## src/common/reset_seq_params.svh

```systemverilog
// Timing constants and storage word count for the hardware reset sequencer
`ifndef RESET_SEQ_PARAMS_SVH
`define RESET_SEQ_PARAMS_SVH
`define CLK_PERIOD_NS        8
`define SPIKE_REJECT_NS      5000
`define RESET_ACCEPT_NS      9000
`define RELOAD_MAX_MS        5
`define RELEASE_SLEEP_MS     5
`define RELEASE_AWAKE_MS     120
`define BLANK_MAX_MS         120
// Accept a low level after it has lasted beyond the reject time (rounded up)
`define ACCEPT_CYCLES        ((`SPIKE_REJECT_NS + `CLK_PERIOD_NS - 1) / `CLK_PERIOD_NS)
`define RELOAD_CYCLES        ((`RELOAD_MAX_MS * 1000000) / `CLK_PERIOD_NS)
`define BLANK_CYCLES         ((`BLANK_MAX_MS * 1000000) / `CLK_PERIOD_NS)
`define NVM_WORDS            8
`endif

```

## src/common/reset_seq_pkg.sv

```systemverilog
// Types shared by the hardware reset sequencer
package reset_seq_pkg;
    typedef enum logic [2:0]
    {
        st_run,
        st_held,
        st_blank,
        st_reload,
        st_wait
    } seq_state_t;

    typedef struct packed
    {
        logic [23:0] id_bytes;
        logic [7:0]  common_voltage_setting;
    } settings_t;
endpackage

```

## src/logic/display_hw_reset_sequencer.sv

```systemverilog
// Hardware reset sequencer: spike filter, blanking, settings reload
`timescale 1ns/1ps
`include "reset_seq_params.svh"
module display_hw_reset_sequencer
#(
    parameter int unsigned RELOAD_CYCLES = `RELOAD_CYCLES,
    parameter int unsigned BLANK_CYCLES  = `BLANK_CYCLES
)
(
    input  wire logic                   clk,
    input  wire logic                   rstn,
    input  wire logic                   hw_reset_n,
    input  wire logic                   sleep_state,
    input  wire logic [31:0]            nvm_word,
    output logic [2:0]                  nvm_addr,
    output logic                        in_reset,
    output logic                        display_blank,
    output logic                        ready,
    output reset_seq_pkg::settings_t    settings
);
    // ------------------------------------------------------------
    // Pin synchroniser and filter
    // ------------------------------------------------------------
    logic        pin_meta;     // First stage, read only by pin_sync
    logic        pin_sync;     // Synchronised pin level
    logic [15:0] low_count;    // Length of the current low level
    logic        reset_seen;   // Filtered reset request
    logic [15:0] high_count;   // Length of the current high level
    logic        was_awake;    // Captured sleep state at reset entry
    logic [31:0] timer;        // Phase timer
    logic [2:0]  word_index;   // Reload word pointer
    reset_seq_pkg::seq_state_t state;
    logic [31:0] blank_count;  // Blanking time since reset was taken
    logic        blank_done;   // Blanking sequence has run its course
    logic        take_reset;   // Filtered reset enters or restarts held

    localparam logic [15:0] ACCEPT = 16'(`ACCEPT_CYCLES);
    localparam logic [2:0]  LAST_WORD = 3'(`NVM_WORDS - 1);

    // Two flops before any logic looks at the pin
    always_ff @(posedge clk or negedge rstn)
    begin
        if (!rstn)
        begin
            pin_meta <= 1'b1;
            pin_sync <= 1'b1;
        end
        else
        begin
            pin_meta <= hw_reset_n;
            pin_sync <= pin_meta;
        end
    end

    // Count low time; lows under the reject time never assert reset
    always_ff @(posedge clk or negedge rstn)
    begin
        if (!rstn)
            low_count <= 16'h0000;
        else if (pin_sync)
            low_count <= 16'h0000;
        else if (low_count != ACCEPT)
            low_count <= low_count + 16'h0001;
    end

    // Count high time while held, so short high spikes do not release
    always_ff @(posedge clk or negedge rstn)
    begin
        if (!rstn)
            high_count <= 16'h0000;
        else if (!pin_sync)
            high_count <= 16'h0000;
        else if (high_count != ACCEPT)
            high_count <= high_count + 16'h0001;
    end

    // Filtered reset: set after accept time low, cleared after same time high
    always_ff @(posedge clk or negedge rstn)
    begin
        if (!rstn)
            reset_seen <= 1'b0;
        else if (!pin_sync && low_count == ACCEPT)
            reset_seen <= 1'b1;
        else if (pin_sync && high_count == ACCEPT)
            reset_seen <= 1'b0;
    end

    // ------------------------------------------------------------
    // Sequencer
    // ------------------------------------------------------------
    // Release timing is counted from the filtered release, which trails the
    // pin by the filter delay; the phase budgets leave room for that.
    always_ff @(posedge clk or negedge rstn)
    begin
        if (!rstn)
        begin
            state      <= reset_seq_pkg::st_reload;
            timer      <= 32'h0000_0000;
            word_index <= 3'h0;
            was_awake  <= 1'b0;
        end
        else if (take_reset)
        begin
            // Capture sleep state as reset is taken; a reset that arrives
            // during release starts the whole sequence over, so ready never
            // flashes high while the pin is still held low
            state      <= reset_seq_pkg::st_held;
            was_awake  <= !sleep_state;
            timer      <= 32'h0000_0000;
            word_index <= 3'h0;
        end
        else
        begin
            unique case (state)
                reset_seq_pkg::st_run:
                    timer <= 32'h0000_0000;
                reset_seq_pkg::st_held:
                begin
                    // Reload starts at once on release, whatever the sleep state,
                    // so it never waits behind a long blanking sequence
                    if (!reset_seen)
                        state <= reset_seq_pkg::st_reload;
                end
                reset_seq_pkg::st_blank:
                begin
                    // Settings are in place; only the blanking sequence remains
                    if (blank_done)
                        state <= reset_seq_pkg::st_run;
                end
                reset_seq_pkg::st_reload:
                begin
                    // One word per cycle, far inside the reload budget
                    word_index <= word_index + 3'h1;
                    if (word_index == LAST_WORD)
                    begin
                        state <= reset_seq_pkg::st_wait;
                        timer <= 32'h0000_0000;
                    end
                end
                reset_seq_pkg::st_wait:
                begin
                    // Short settle so release completes within reload budget
                    word_index <= 3'h0;
                    if (timer >= 32'(RELOAD_CYCLES / 2))
                    begin
                        // An awake entry stays blank until its sequence ends
                        if (was_awake && !blank_done)
                            state <= reset_seq_pkg::st_blank;
                        else
                            state <= reset_seq_pkg::st_run;
                    end
                    else
                        timer <= timer + 32'h0000_0001;
                end
            endcase
        end
    end

    // ------------------------------------------------------------
    // Blanking sequence timer
    // ------------------------------------------------------------
    // Counted from the moment reset is taken, not from release, so an awake
    // reset is back in run at the blanking maximum after entry, or once reload and settle end if that is later.
    // A long held reset simply lets the count finish while still held.
    assign take_reset = reset_seen && state != reset_seq_pkg::st_held;
    assign blank_done = blank_count >= BLANK_CYCLES - 1;

    // Cleared in run and on every entry; stops once the sequence is done
    always_ff @(posedge clk or negedge rstn)
    begin
        if (!rstn)
            blank_count <= 32'h0000_0000;
        else if (take_reset || state == reset_seq_pkg::st_run)
            blank_count <= 32'h0000_0000;
        else if (was_awake && !blank_done)
            blank_count <= blank_count + 32'h0000_0001;
    end

    // ------------------------------------------------------------
    // Settings loaded from storage
    // ------------------------------------------------------------
    // Word 0 carries ID and common voltage; other words are reserved here
    always_ff @(posedge clk or negedge rstn)
    begin
        if (!rstn)
            settings <= '0;
        else if (state == reset_seq_pkg::st_held)
            settings <= '0;
        else if (state == reset_seq_pkg::st_reload && word_index == 3'h1)
            settings <= reset_seq_pkg::settings_t'(nvm_word);
    end

    // Registered outputs
    // All three levels come from one state compare, so they never disagree;
    // the cost is one cycle of lag behind the state register
    always_ff @(posedge clk or negedge rstn)
    begin
        if (!rstn)
        begin
            nvm_addr      <= 3'h0;
            in_reset      <= 1'b1;
            display_blank <= 1'b1;
            ready         <= 1'b0;
        end
        else
        begin
            nvm_addr      <= word_index;
            in_reset      <= state != reset_seq_pkg::st_run;
            display_blank <= state != reset_seq_pkg::st_run;
            ready         <= state == reset_seq_pkg::st_run;
        end
    end
endmodule

```

## config.mk

```make
export PLATFORM = sky130hd
export DESIGN_NAME = display_hw_reset_sequencer
export DESIGN_NICKNAME = d
export VERILOG_FILES = /design/src/common/reset_seq_pkg.sv /design/src/logic/display_hw_reset_sequencer.sv
export VERILOG_INCLUDE_DIRS = /design/src /design/src/common
export SDC_FILE = /design/constraint.sdc
export NUM_CORES = 1
export LEC_CHECK = 0
export BUFFER_PORTS_ARGS = -buffer_cell sky130_fd_sc_hd__buf_2
export CORE_UTILIZATION = 63
export CTS_BUF_LIST = sky130_fd_sc_hd__clkbuf_4 sky130_fd_sc_hd__clkbuf_8 sky130_fd_sc_hd__clkbuf_16
export DETAILED_ROUTE_END_ITERATION = 6
export GPL_ROUTABILITY_DRIVEN = 0
export PLACE_DENSITY = 0.94
export SYNTH_ARGS = -nofsm -noshare
export SYNTH_HDL_FRONTEND = slang
export SYNTH_SLANG_ARGS = --single-unit
```

## constraint.sdc

```tcl
create_clock -name clk -period 3.33 [get_ports clk]
set_clock_uncertainty 0.05 [all_clocks]
set_input_delay 0.666 -clock clk [delete_from_list [all_inputs] [get_ports clk]]
set_output_delay 0.666 -clock clk [all_outputs]
set_load 0.01 [all_outputs]
```

==> impl_summary.md, run 1 <==
Critical path
Data arrives at the worst endpoint at between 2 and 3 ns. The critical path is of the reg -> reg type. The worst setup path is launched from a flip-flop. The worst register-to-register path begins at state[1]. For the worst flop-to-flop path, the logic depth is 6.

Of all nets on the critical path, the largest fanout is 11. For the worst setup path, the data required time is around 3.7 ns. The worst setup path is captured at a flip-flop.

In this run the register-to-register setup slack is roughly 0.8 ns. The critical register-to-register path endpoint is timer[3].

Die
The initialized floorplan defines 37 standard-cell rows. The die is between 100 and 150 µm tall. The number of I/O pins is 74. The die is between 100 and 150 µm wide. The floorplan step defined a die boundary enclosing 0.0110 mm². The core region is 0.0103 mm². The initial utilization of the core area, before any placement, comes to approximately two thirds.

Clocking
The number of buffers created by CTS is 17. The number of hold buffers added after CTS was 0. After clock tree synthesis, the repair step resized 0 gates. The clock-pin transition on the worst setup and hold timing paths is 0.06 ns. The total setup buffers inserted after CTS is 0. The level count of the clock H-tree is 4. The later pin in the worst-skew pair is clocked with a latency of 0.54 ns. The maximum buffer depth of the clock tree is 2. The sink count of the clock tree is between 100 and 150.

The clock tree root driver cell is sky130_fd_sc_hd__clkbuf_8. TritonCTS built the clock tree.

Final layout
The antenna diode count is 0. The total of fill cells in the finished design is between 600 and 700. The area growth from synthesis to layout is 16.0%. In the layout the commonest cells are 138 x sky130_fd_sc_hd__dfrtp_1, 108 x sky130_fd_sc_hd__nand2_1, 72 x sky130_fd_sc_hd__buf_2. The fraction of final layout cells sized beyond drive strength 1 is 17.0%. Leaving out fill and tap cells, the most frequent cell in the layout is sky130_fd_sc_hd__dfrtp_1. At the end of the flow, the number of nets in the layout was roughly 820. The area of all placed cells without fillers is approximately 0.0078 mm².

Routing
The total via count in the routed design is roughly 5700. The mean number of vias per cell is ~6.2. The total wirelength of the detailed-routed design is around 16000 µm. For this run, design rule violations remaining after detail routing come to 0. The number of routed nets with antenna violations is 0. The number of violations reported at the end of detailed-routing iteration 0 is around 580. The first detailed-routing pass ran for 6 iterations.

After detailed routing, the average wire length per cell comes to between 15 and 20 µm.

Synth
Sequential elements use 53.5% of the synthesized area. The number of different library cells used by synthesis comes to 56. The count of warnings emitted by yosys is 0. The average instance in the mapped netlist occupies roughly 9.6 µm². The post-synthesis cell area is approximately 0.0067 mm². The number of nets in the synthesized netlist is approximately 750. After synthesis, the share of flip-flops with an asynchronous set or reset is 100%.

The number of enable-type register cells in the synthesized netlist is 0. The commonest register cell after synthesis is sky130_fd_sc_hd__dfrtp_1. The synthesized instance count is 700. In this run, synthesis produced a sequential element count of 143.

STA
Across all hold checks on the routed design, the worst slack comes to between 0.1 and 0.15 ns. The total negative slack is 0 ns. Counting I/O delays and the setup requirement, the final critical path takes approximately 2.5 ns. In the finished design, the share of the clock period the worst path needs comes to between 70% and 80%.

The highest attainable clock frequency is 397 MHz. The max-slew violation count is 0. Setup repair after global routing left no endpoint under its margin.

The measured slew at the worst slew-check pin is ~0.76 ns. The number of hold violations in the final report was 0. The relative max-transition margin is approximately 50%. Setup violations remaining at the end of the flow were counted as 0.

Power and ir drop
The logic gate share of total power is about 2.1%. The switching power summed over all nets is 816 µW. The power per unit of standard cell area is 483 mW/mm². The cell leakage power is ~3.5 nW. The clock network power share is between 50% and 60%. The fraction of power spent switching nets is a little over a fifth. The internal power is approximately 2.9 mW. The worst supply voltage drop on vdd is 0.000600 V.

Overall power consumption after layout is estimated at around 3.7 mW. Sequential cells burn 46.9% of the power.

Global routing
The total congestion overflow is 0. The initial antenna violation count is 0. The all-layer global routing usage is ~31%.

The global-route wire length before repair is approximately 26000 µm. Entering global routing, the biggest net connects 85 pins. The via count of the first global-routing pass is 5652.

Placed design
Summing all placed instances gives a cell area of between 0.007 and 0.008 mm². During placement, the flow inserted port buffers numbering 73. Detailed placement finished with a half-perimeter wire length of just under 10000 µm.

Run
The tool flagged a number of max-cap violations equal to 0.

Hold path
The class of the tightest hold or removal check is in -> async.

Run status
The flow ran to the end, and the final reports show no timing, DRC or antenna violations.
## layout make-up
| class | instances | area (µm²) | area share (%) |
|---|---|---|---|
| repair buffers | 81 | 432 | 5.56 |
| well taps | 136 | 170 | 2.19 |
| multi-input cells | 507 | 2920 | 37.5 |
| flip-flops and latches | 143 | 3580 | 46.2 |
| inverters | 19 | 71.3 | 0.918 |
| clock buffers | 19 | 429 | 5.53 |
| clock inverters | 13 | 164 | 2.11 |
## metal layers
| layer | global-route usage, % | up-vias | part of all wire, % |
|---|---|---|---|
| li1 | - | 2586 | - |
| met1 | 36.7 | 2880 | 40 |
| met2 | 52.9 | 205 | 53 |
| met3 | 6.55 | 39 | 5.2 |
| met4 | 13.4 | 0 | 2.2 |
| met5 | 0 | - | 0 |
## critical path, cell delays in order, from the launching register on
cell	delay, ns
sky130_fd_sc_hd__dfstp_2	0.63
sky130_fd_sc_hd__nor2b_1	0.31
sky130_fd_sc_hd__a21oi_1	0.12
sky130_fd_sc_hd__o22ai_1	0.38
sky130_fd_sc_hd__nand3_1	0.30
sky130_fd_sc_hd__or4_1	0.54
sky130_fd_sc_hd__o21ai_0	0.10
## worst max path at each step
stage                         start               to  slack (ns)  depth (start not counted)
global route               state[1]         timer[3]        0.61                          6
detailed placement  blank_count[12]  blank_count[21]        0.90                          6
CTS                   word_index[0]         timer[3]        0.84                          8
floorplan             word_index[0]         timer[3]        1.22                          8
finish                     state[1]         timer[3]        0.81                          6
global placement           state[1]         timer[3]        1.01                          6
## flip-flops by register name, summed over array words and instances (netlist names)
signal / cells
pin_sync: 1
was_awake: 1
ready: 1
blank_count: 32
word_index: 3
reset_seen: 1
pin_meta: 1
high_count: 16
timer: 32
settings: 32
state: 3
display_blank: 1
nvm_addr: 3
low_count: 16
## logic make-up (layout without fill, tap and decap cells)
kind of cell / after synthesis / in the layout / share of synthesized area [%]
multiplexers: 5 / 5 / 0.766
flip-flops: 143 / 143 / 53.5
adder cells (fa/ha/maj): 10 / 10 / 1.87
buffers and inverters: 50 / 132 / 2.99
XOR/XNOR: 38 / 38 / 4.97
AO/OA/AOI/OAI: 121 / 121 / 10.5
AND/OR/NAND/NOR: 333 / 333 / 25.4
## metrics by stage
step           worst slack (ns)  cells  util, %
3_3_place_gp               1.01    886     69.5
4_1_cts                   0.844    918     75.2
2_1_floorplan              1.22    700        -
5_1_grt                   0.612    918     75.2
3_5_place_dp              0.899    886     69.5
6_report                  0.811    918     75.2
## cells in the mapped netlist, types with 2 or more instances
cell type | count | area share, %
sky130_fd_sc_hd__dfstp_2 | 5 | 2.0
sky130_fd_sc_hd__nor2_1 | 60 | 3.4
sky130_fd_sc_hd__xor2_1 | 28 | 3.7
sky130_fd_sc_hd__buf_2 | 3 | 0.22
sky130_fd_sc_hd__ha_1 | 10 | 1.9
sky130_fd_sc_hd__a22oi_1 | 2 | 0.22
sky130_fd_sc_hd__and3_1 | 22 | 2.1
sky130_fd_sc_hd__buf_1 | 3 | 0.17
sky130_fd_sc_hd__nor4b_1 | 3 | 0.39
sky130_fd_sc_hd__nand2b_1 | 4 | 0.37
sky130_fd_sc_hd__a221o_1 | 2 | 0.30
sky130_fd_sc_hd__a21o_1 | 2 | 0.22
sky130_fd_sc_hd__or3_2 | 2 | 0.22
sky130_fd_sc_hd__nand2_1 | 108 | 6.1
sky130_fd_sc_hd__nand4_1 | 20 | 1.9
sky130_fd_sc_hd__o211ai_1 | 8 | 0.90
sky130_fd_sc_hd__nand3_1 | 34 | 2.5
sky130_fd_sc_hd__nand3_2 | 2 | 0.30
sky130_fd_sc_hd__xnor2_1 | 10 | 1.3
sky130_fd_sc_hd__nor3_1 | 8 | 0.60
sky130_fd_sc_hd__or4_1 | 9 | 1.0
sky130_fd_sc_hd__mux2i_1 | 4 | 0.60
sky130_fd_sc_hd__a21oi_1 | 27 | 2.0
sky130_fd_sc_hd__inv_1 | 18 | 1.0
sky130_fd_sc_hd__clkbuf_1 | 23 | 1.3
sky130_fd_sc_hd__o311ai_0 | 3 | 0.39
sky130_fd_sc_hd__dfrtp_1 | 138 | 52
sky130_fd_sc_hd__and2_1 | 18 | 1.7
sky130_fd_sc_hd__nor3b_1 | 2 | 0.22
sky130_fd_sc_hd__o21ai_0 | 57 | 4.3
sky130_fd_sc_hd__a211oi_1 | 3 | 0.34
sky130_fd_sc_hd__nor4_1 | 11 | 1.0
sky130_fd_sc_hd__or2_2 | 2 | 0.19
sky130_fd_sc_hd__or3_1 | 15 | 1.4
sky130_fd_sc_hd__and4_1 | 4 | 0.52
sky130_fd_sc_hd__o21ai_1 | 2 | 0.15
sky130_fd_sc_hd__and4_4 | 2 | 0.34
sky130_fd_sc_hd__o22ai_1 | 5 | 0.47
sky130_fd_sc_hd__o31ai_1 | 4 | 0.45
## power groups by stage
stage	clock, mW	combinational [mW]	sequential, mW
final	1.91	0.0781	1.76
after global routing	1.99	0.0894	1.76
after CTS	1.92	0.0800	1.76
after detailed placement	0	0.0781	1.79
after global placement	0	0.0729	1.79
after floorplan	0	0.0184	1.78
Note: power is estimated with default switching activity, not from simulation.
==> inputs of run 2 (changes only) <==
--- a/config.mk
+++ b/config.mk
@@ -7,11 +7,11 @@
 export NUM_CORES = 1
 export LEC_CHECK = 0
 export BUFFER_PORTS_ARGS = -buffer_cell sky130_fd_sc_hd__buf_2
-export CORE_UTILIZATION = 63
+export CORE_UTILIZATION = 53
 export CTS_BUF_LIST = sky130_fd_sc_hd__clkbuf_4 sky130_fd_sc_hd__clkbuf_8 sky130_fd_sc_hd__clkbuf_16
 export DETAILED_ROUTE_END_ITERATION = 6
 export GPL_ROUTABILITY_DRIVEN = 0
-export PLACE_DENSITY = 0.94
+export PLACE_DENSITY = 0.85
 export SYNTH_ARGS = -nofsm -noshare
 export SYNTH_HDL_FRONTEND = slang
 export SYNTH_SLANG_ARGS = --single-unit
==> constraint.sdc (replaced) <==
create_clock -name clk -period 2.2 [get_ports clk]
set_clock_uncertainty 0.05 [all_clocks]
set_input_delay 0.44 -clock clk [delete_from_list [all_inputs] [get_ports clk]]
set_output_delay 0.44 -clock clk [all_outputs]
set_load 0.01 [all_outputs]
==> run 2 against run 1 <==
  * The flow now finishes with violations (negative setup slack)
  * Worst setup slack got worse by 0.88 ns
  * Critical path depth fell by 1
  * Register-to-register slack got worse by 0.88 ns
==> impl_summary.md, run 2 (synthesized netlist as in run 1, its figures left out) <==
Routing
The total via count in the routed design is 5787. For this run, design rule violations remaining after detail routing come to 0. After detailed routing, the average wire length per cell comes to about 16 µm. The first TritonRoute pass finished after 5 iterations. Once detail routing completed, the nets flagged for antenna violations numbered 0.

The mean number of vias per cell is just under 6. The routed design has ~16000 µm of wire. In this run, the number of DRC markers left after iteration 0 of detailed routing was between 400 and 500.

Final layout
The library cells used most frequently in the layout, excluding fill and tap cells, are 138 x sky130_fd_sc_hd__dfrtp_1, 107 x sky130_fd_sc_hd__nand2_1, 73 x sky130_fd_sc_hd__buf_2. Leaving out filler cells and counting taps, the final layout contains ~1000. The area used by multi-input combinational logic is a little over 0.003 mm².

Cells with a size suffix above 1 make up 22.7% of the layout. The area occupied by registers is ~0.0036 mm². 0 antenna diodes ended up in the layout.

The final net count is 854. The most frequent standard cell in the layout excluding fill and tap cells is sky130_fd_sc_hd__dfrtp_1. The largest registers in the layout are blank_count: 32 flops, settings: 32 flops, timer: 32 flops. The synthesis-to-finish area growth is 24.3%.

The total of fill cells in the finished design is 839.

Critical path
The element type at the critical path end is a flip-flop. The cell that appears most often on the critical path is sky130_fd_sc_hd__or4_4. Data on the critical path arrives at its endpoint at ~2.6 ns. The critical path contains buffers and inverters numbering 0 combined. On the worst path, the slowest cell contributes a delay of roughly 0.55 ns. The startpoint type of the worst setup path is a flip-flop. The data required time at the worst endpoint is between 2 and 2.5 ns. Traced cell by cell, the critical path runs through or4_4 > nor4_4 > nand2_2 > or4_4 > o31ai_4. The highest fanout seen on the critical path is 3. The kind of critical path is reg -> reg. The library cell contributing the largest single delay on the critical path is sky130_fd_sc_hd__or4_4. Grouping stages by cell kind, the critical path spends the most delay in simple AND/OR/NAND/NOR gates.

For flop-to-flop paths, the worst setup slack is -0.07 ns.

Power and ir drop
Overall power consumption after layout is estimated at between 5 and 6 mW. For this design the static power due to leakage is roughly 3.8 nW. The worst supply voltage drop on vdd is between 0.0006 and 0.0007 V. The power per unit of standard cell area is between 700 and 800 mW/mm².

Placed design
Prior to clock tree synthesis, the placed netlist has a worst setup slack of approximately 0.063 ns. The quantity of I/O buffers inserted on ports is 73. After legalization and detailed placement, the total HPWL measured a little under 10000 µm. Once placement completed, the tool counted placed cells totaling 944.

Clocking
The tree is rooted in a sky130_fd_sc_hd__clkbuf_16. TritonCTS built the clock tree. Counting the buffers created by CTS gives 17. CTS built an H-tree with a depth of 4. The clock-pin transition on the worst setup and hold timing paths is 0.06 ns. In this run the deepest clock path goes through 2 buffers. The later pin in the worst-skew pair is clocked with a latency of 0.42 ns. The sink count of the clock tree is approximately 140.

STA
Once routing completed, OpenROAD measured the worst setup slack at -0.0735 ns. The highest attainable clock frequency is around 440 MHz. Setup repair after global routing could not meet its margin everywhere. The max-slew violation count is 0.

The worst path uses 103% of the clock period. The relative max-transition margin is about three fifths. Subtracting the final worst setup slack from the clock period gives 2.27 ns. The number of hold violations in the final report came to 0. The worst hold margin is 0.0651 ns. The measured slew at the worst slew-check pin is 0.622 ns. The number of failing setup endpoints in the final timing report is 2. The total negative slack is -0.0951 ns.

Hold path
The tightest min-delay check is of the in -> reg type.

Run
Max-cap violations in this run came to 0.

Die
The core outline area is about 0.012 mm². The floorplan has 40 rows. The die outline area is 0.0131 mm². The number of I/O pins is between 70 and 80. From bottom edge to top edge, the die measures approximately 110 µm.

For this configuration, the core starts out at a cell density of between 50% and 60%. The chip width is around 110 µm.

Global routing
The all-layer global routing usage is around 24%. The initial antenna violation count is 0. The via count of the first global-routing pass was about 5500.

The total congestion overflow is 0. The global-route wire length before repair is between 20000 and 30000 µm. Entering global routing, the biggest net connects 65 pins.

Run status
The flow ran to the end, but the final reports show violations. The final reports fail on negative setup slack.
==> run 2: cell count changes in the layout (fill, tap and decap cells not counted), sizes merged <==
cell | before | now
nand3 | 36 | 37
inv | 20 | 21
buf | 81 | 118
bufinv | 3 | 4
clkbuf | 19 | 21
clkinv | 7 | 3
dlygate4sd3 | 0 | 1
==> run 2: through the flow <==
stage / utilization, % / area, µm²
6_report: 68.4 / 8320
5_1_grt: 68.4 / 8320
4_1_cts: 66.7 / 8110
3_3_place_gp: 61.2 / 7450
2_1_floorplan: - / 6700
3_5_place_dp: 61.2 / 7450
==> run 2: report_power, final <==
part,internal (mW),switching (mW)
registers,2.64,0.0172
logic,0.0483,0.0793
clock network,2.00,1.12
==> run 2: repair_timing <==
action	4_1_cts	5_1_grt
cloned	0	2
setup endpoints to repair	1	21
pin swaps	1	15
buffers inserted	1	9
hold endpoints to repair	46	0
resized for setup	0	24
hold buffers	1	0
==> run 2: worst reg2reg max path, delay by kind of cell (launching register included) <==
kind,cells,cell delay (ns)
flip-flops,1,0.37
AO/OA/AOI/OAI,1,0.25
AND/OR/NAND/NOR,4,1.51
==> run 2: worst paths after layout <==
kind / from / endpoint / cells past startpoint
max: timer[24] / timer[11] / 5
min: hw_reset_n / pin_meta / 1
max reg2reg: timer[24] / timer[11] / 5
min reg2reg: pin_meta / pin_sync / 0
max in group asynchronous: rstn / state[0] / 3
min in group asynchronous: rstn / timer[19] / 2
==> run 2: per-layer routing <==
layer | wire, µm | up-vias | track usage (%)
met5 | 0 | - | 0
met4 | 258 | 0 | 9.09
met3 | 866 | 32 | 5.72
met2 | 8500 | 215 | 41.8
met1 | 6490 | 2876 | 30.3
li1 | - | 2664 | -
==> run 2: cell type report <==
cell class / count / share of cell area (%)
sequential: 143 / 43.1
multi-input combinational: 508 / 36.3
timing repair buffer: 119 / 9.46
clock buffer: 21 / 5.62
tap: 168 / 2.53
clock inverter: 11 / 2.15
inverter: 19 / 0.857
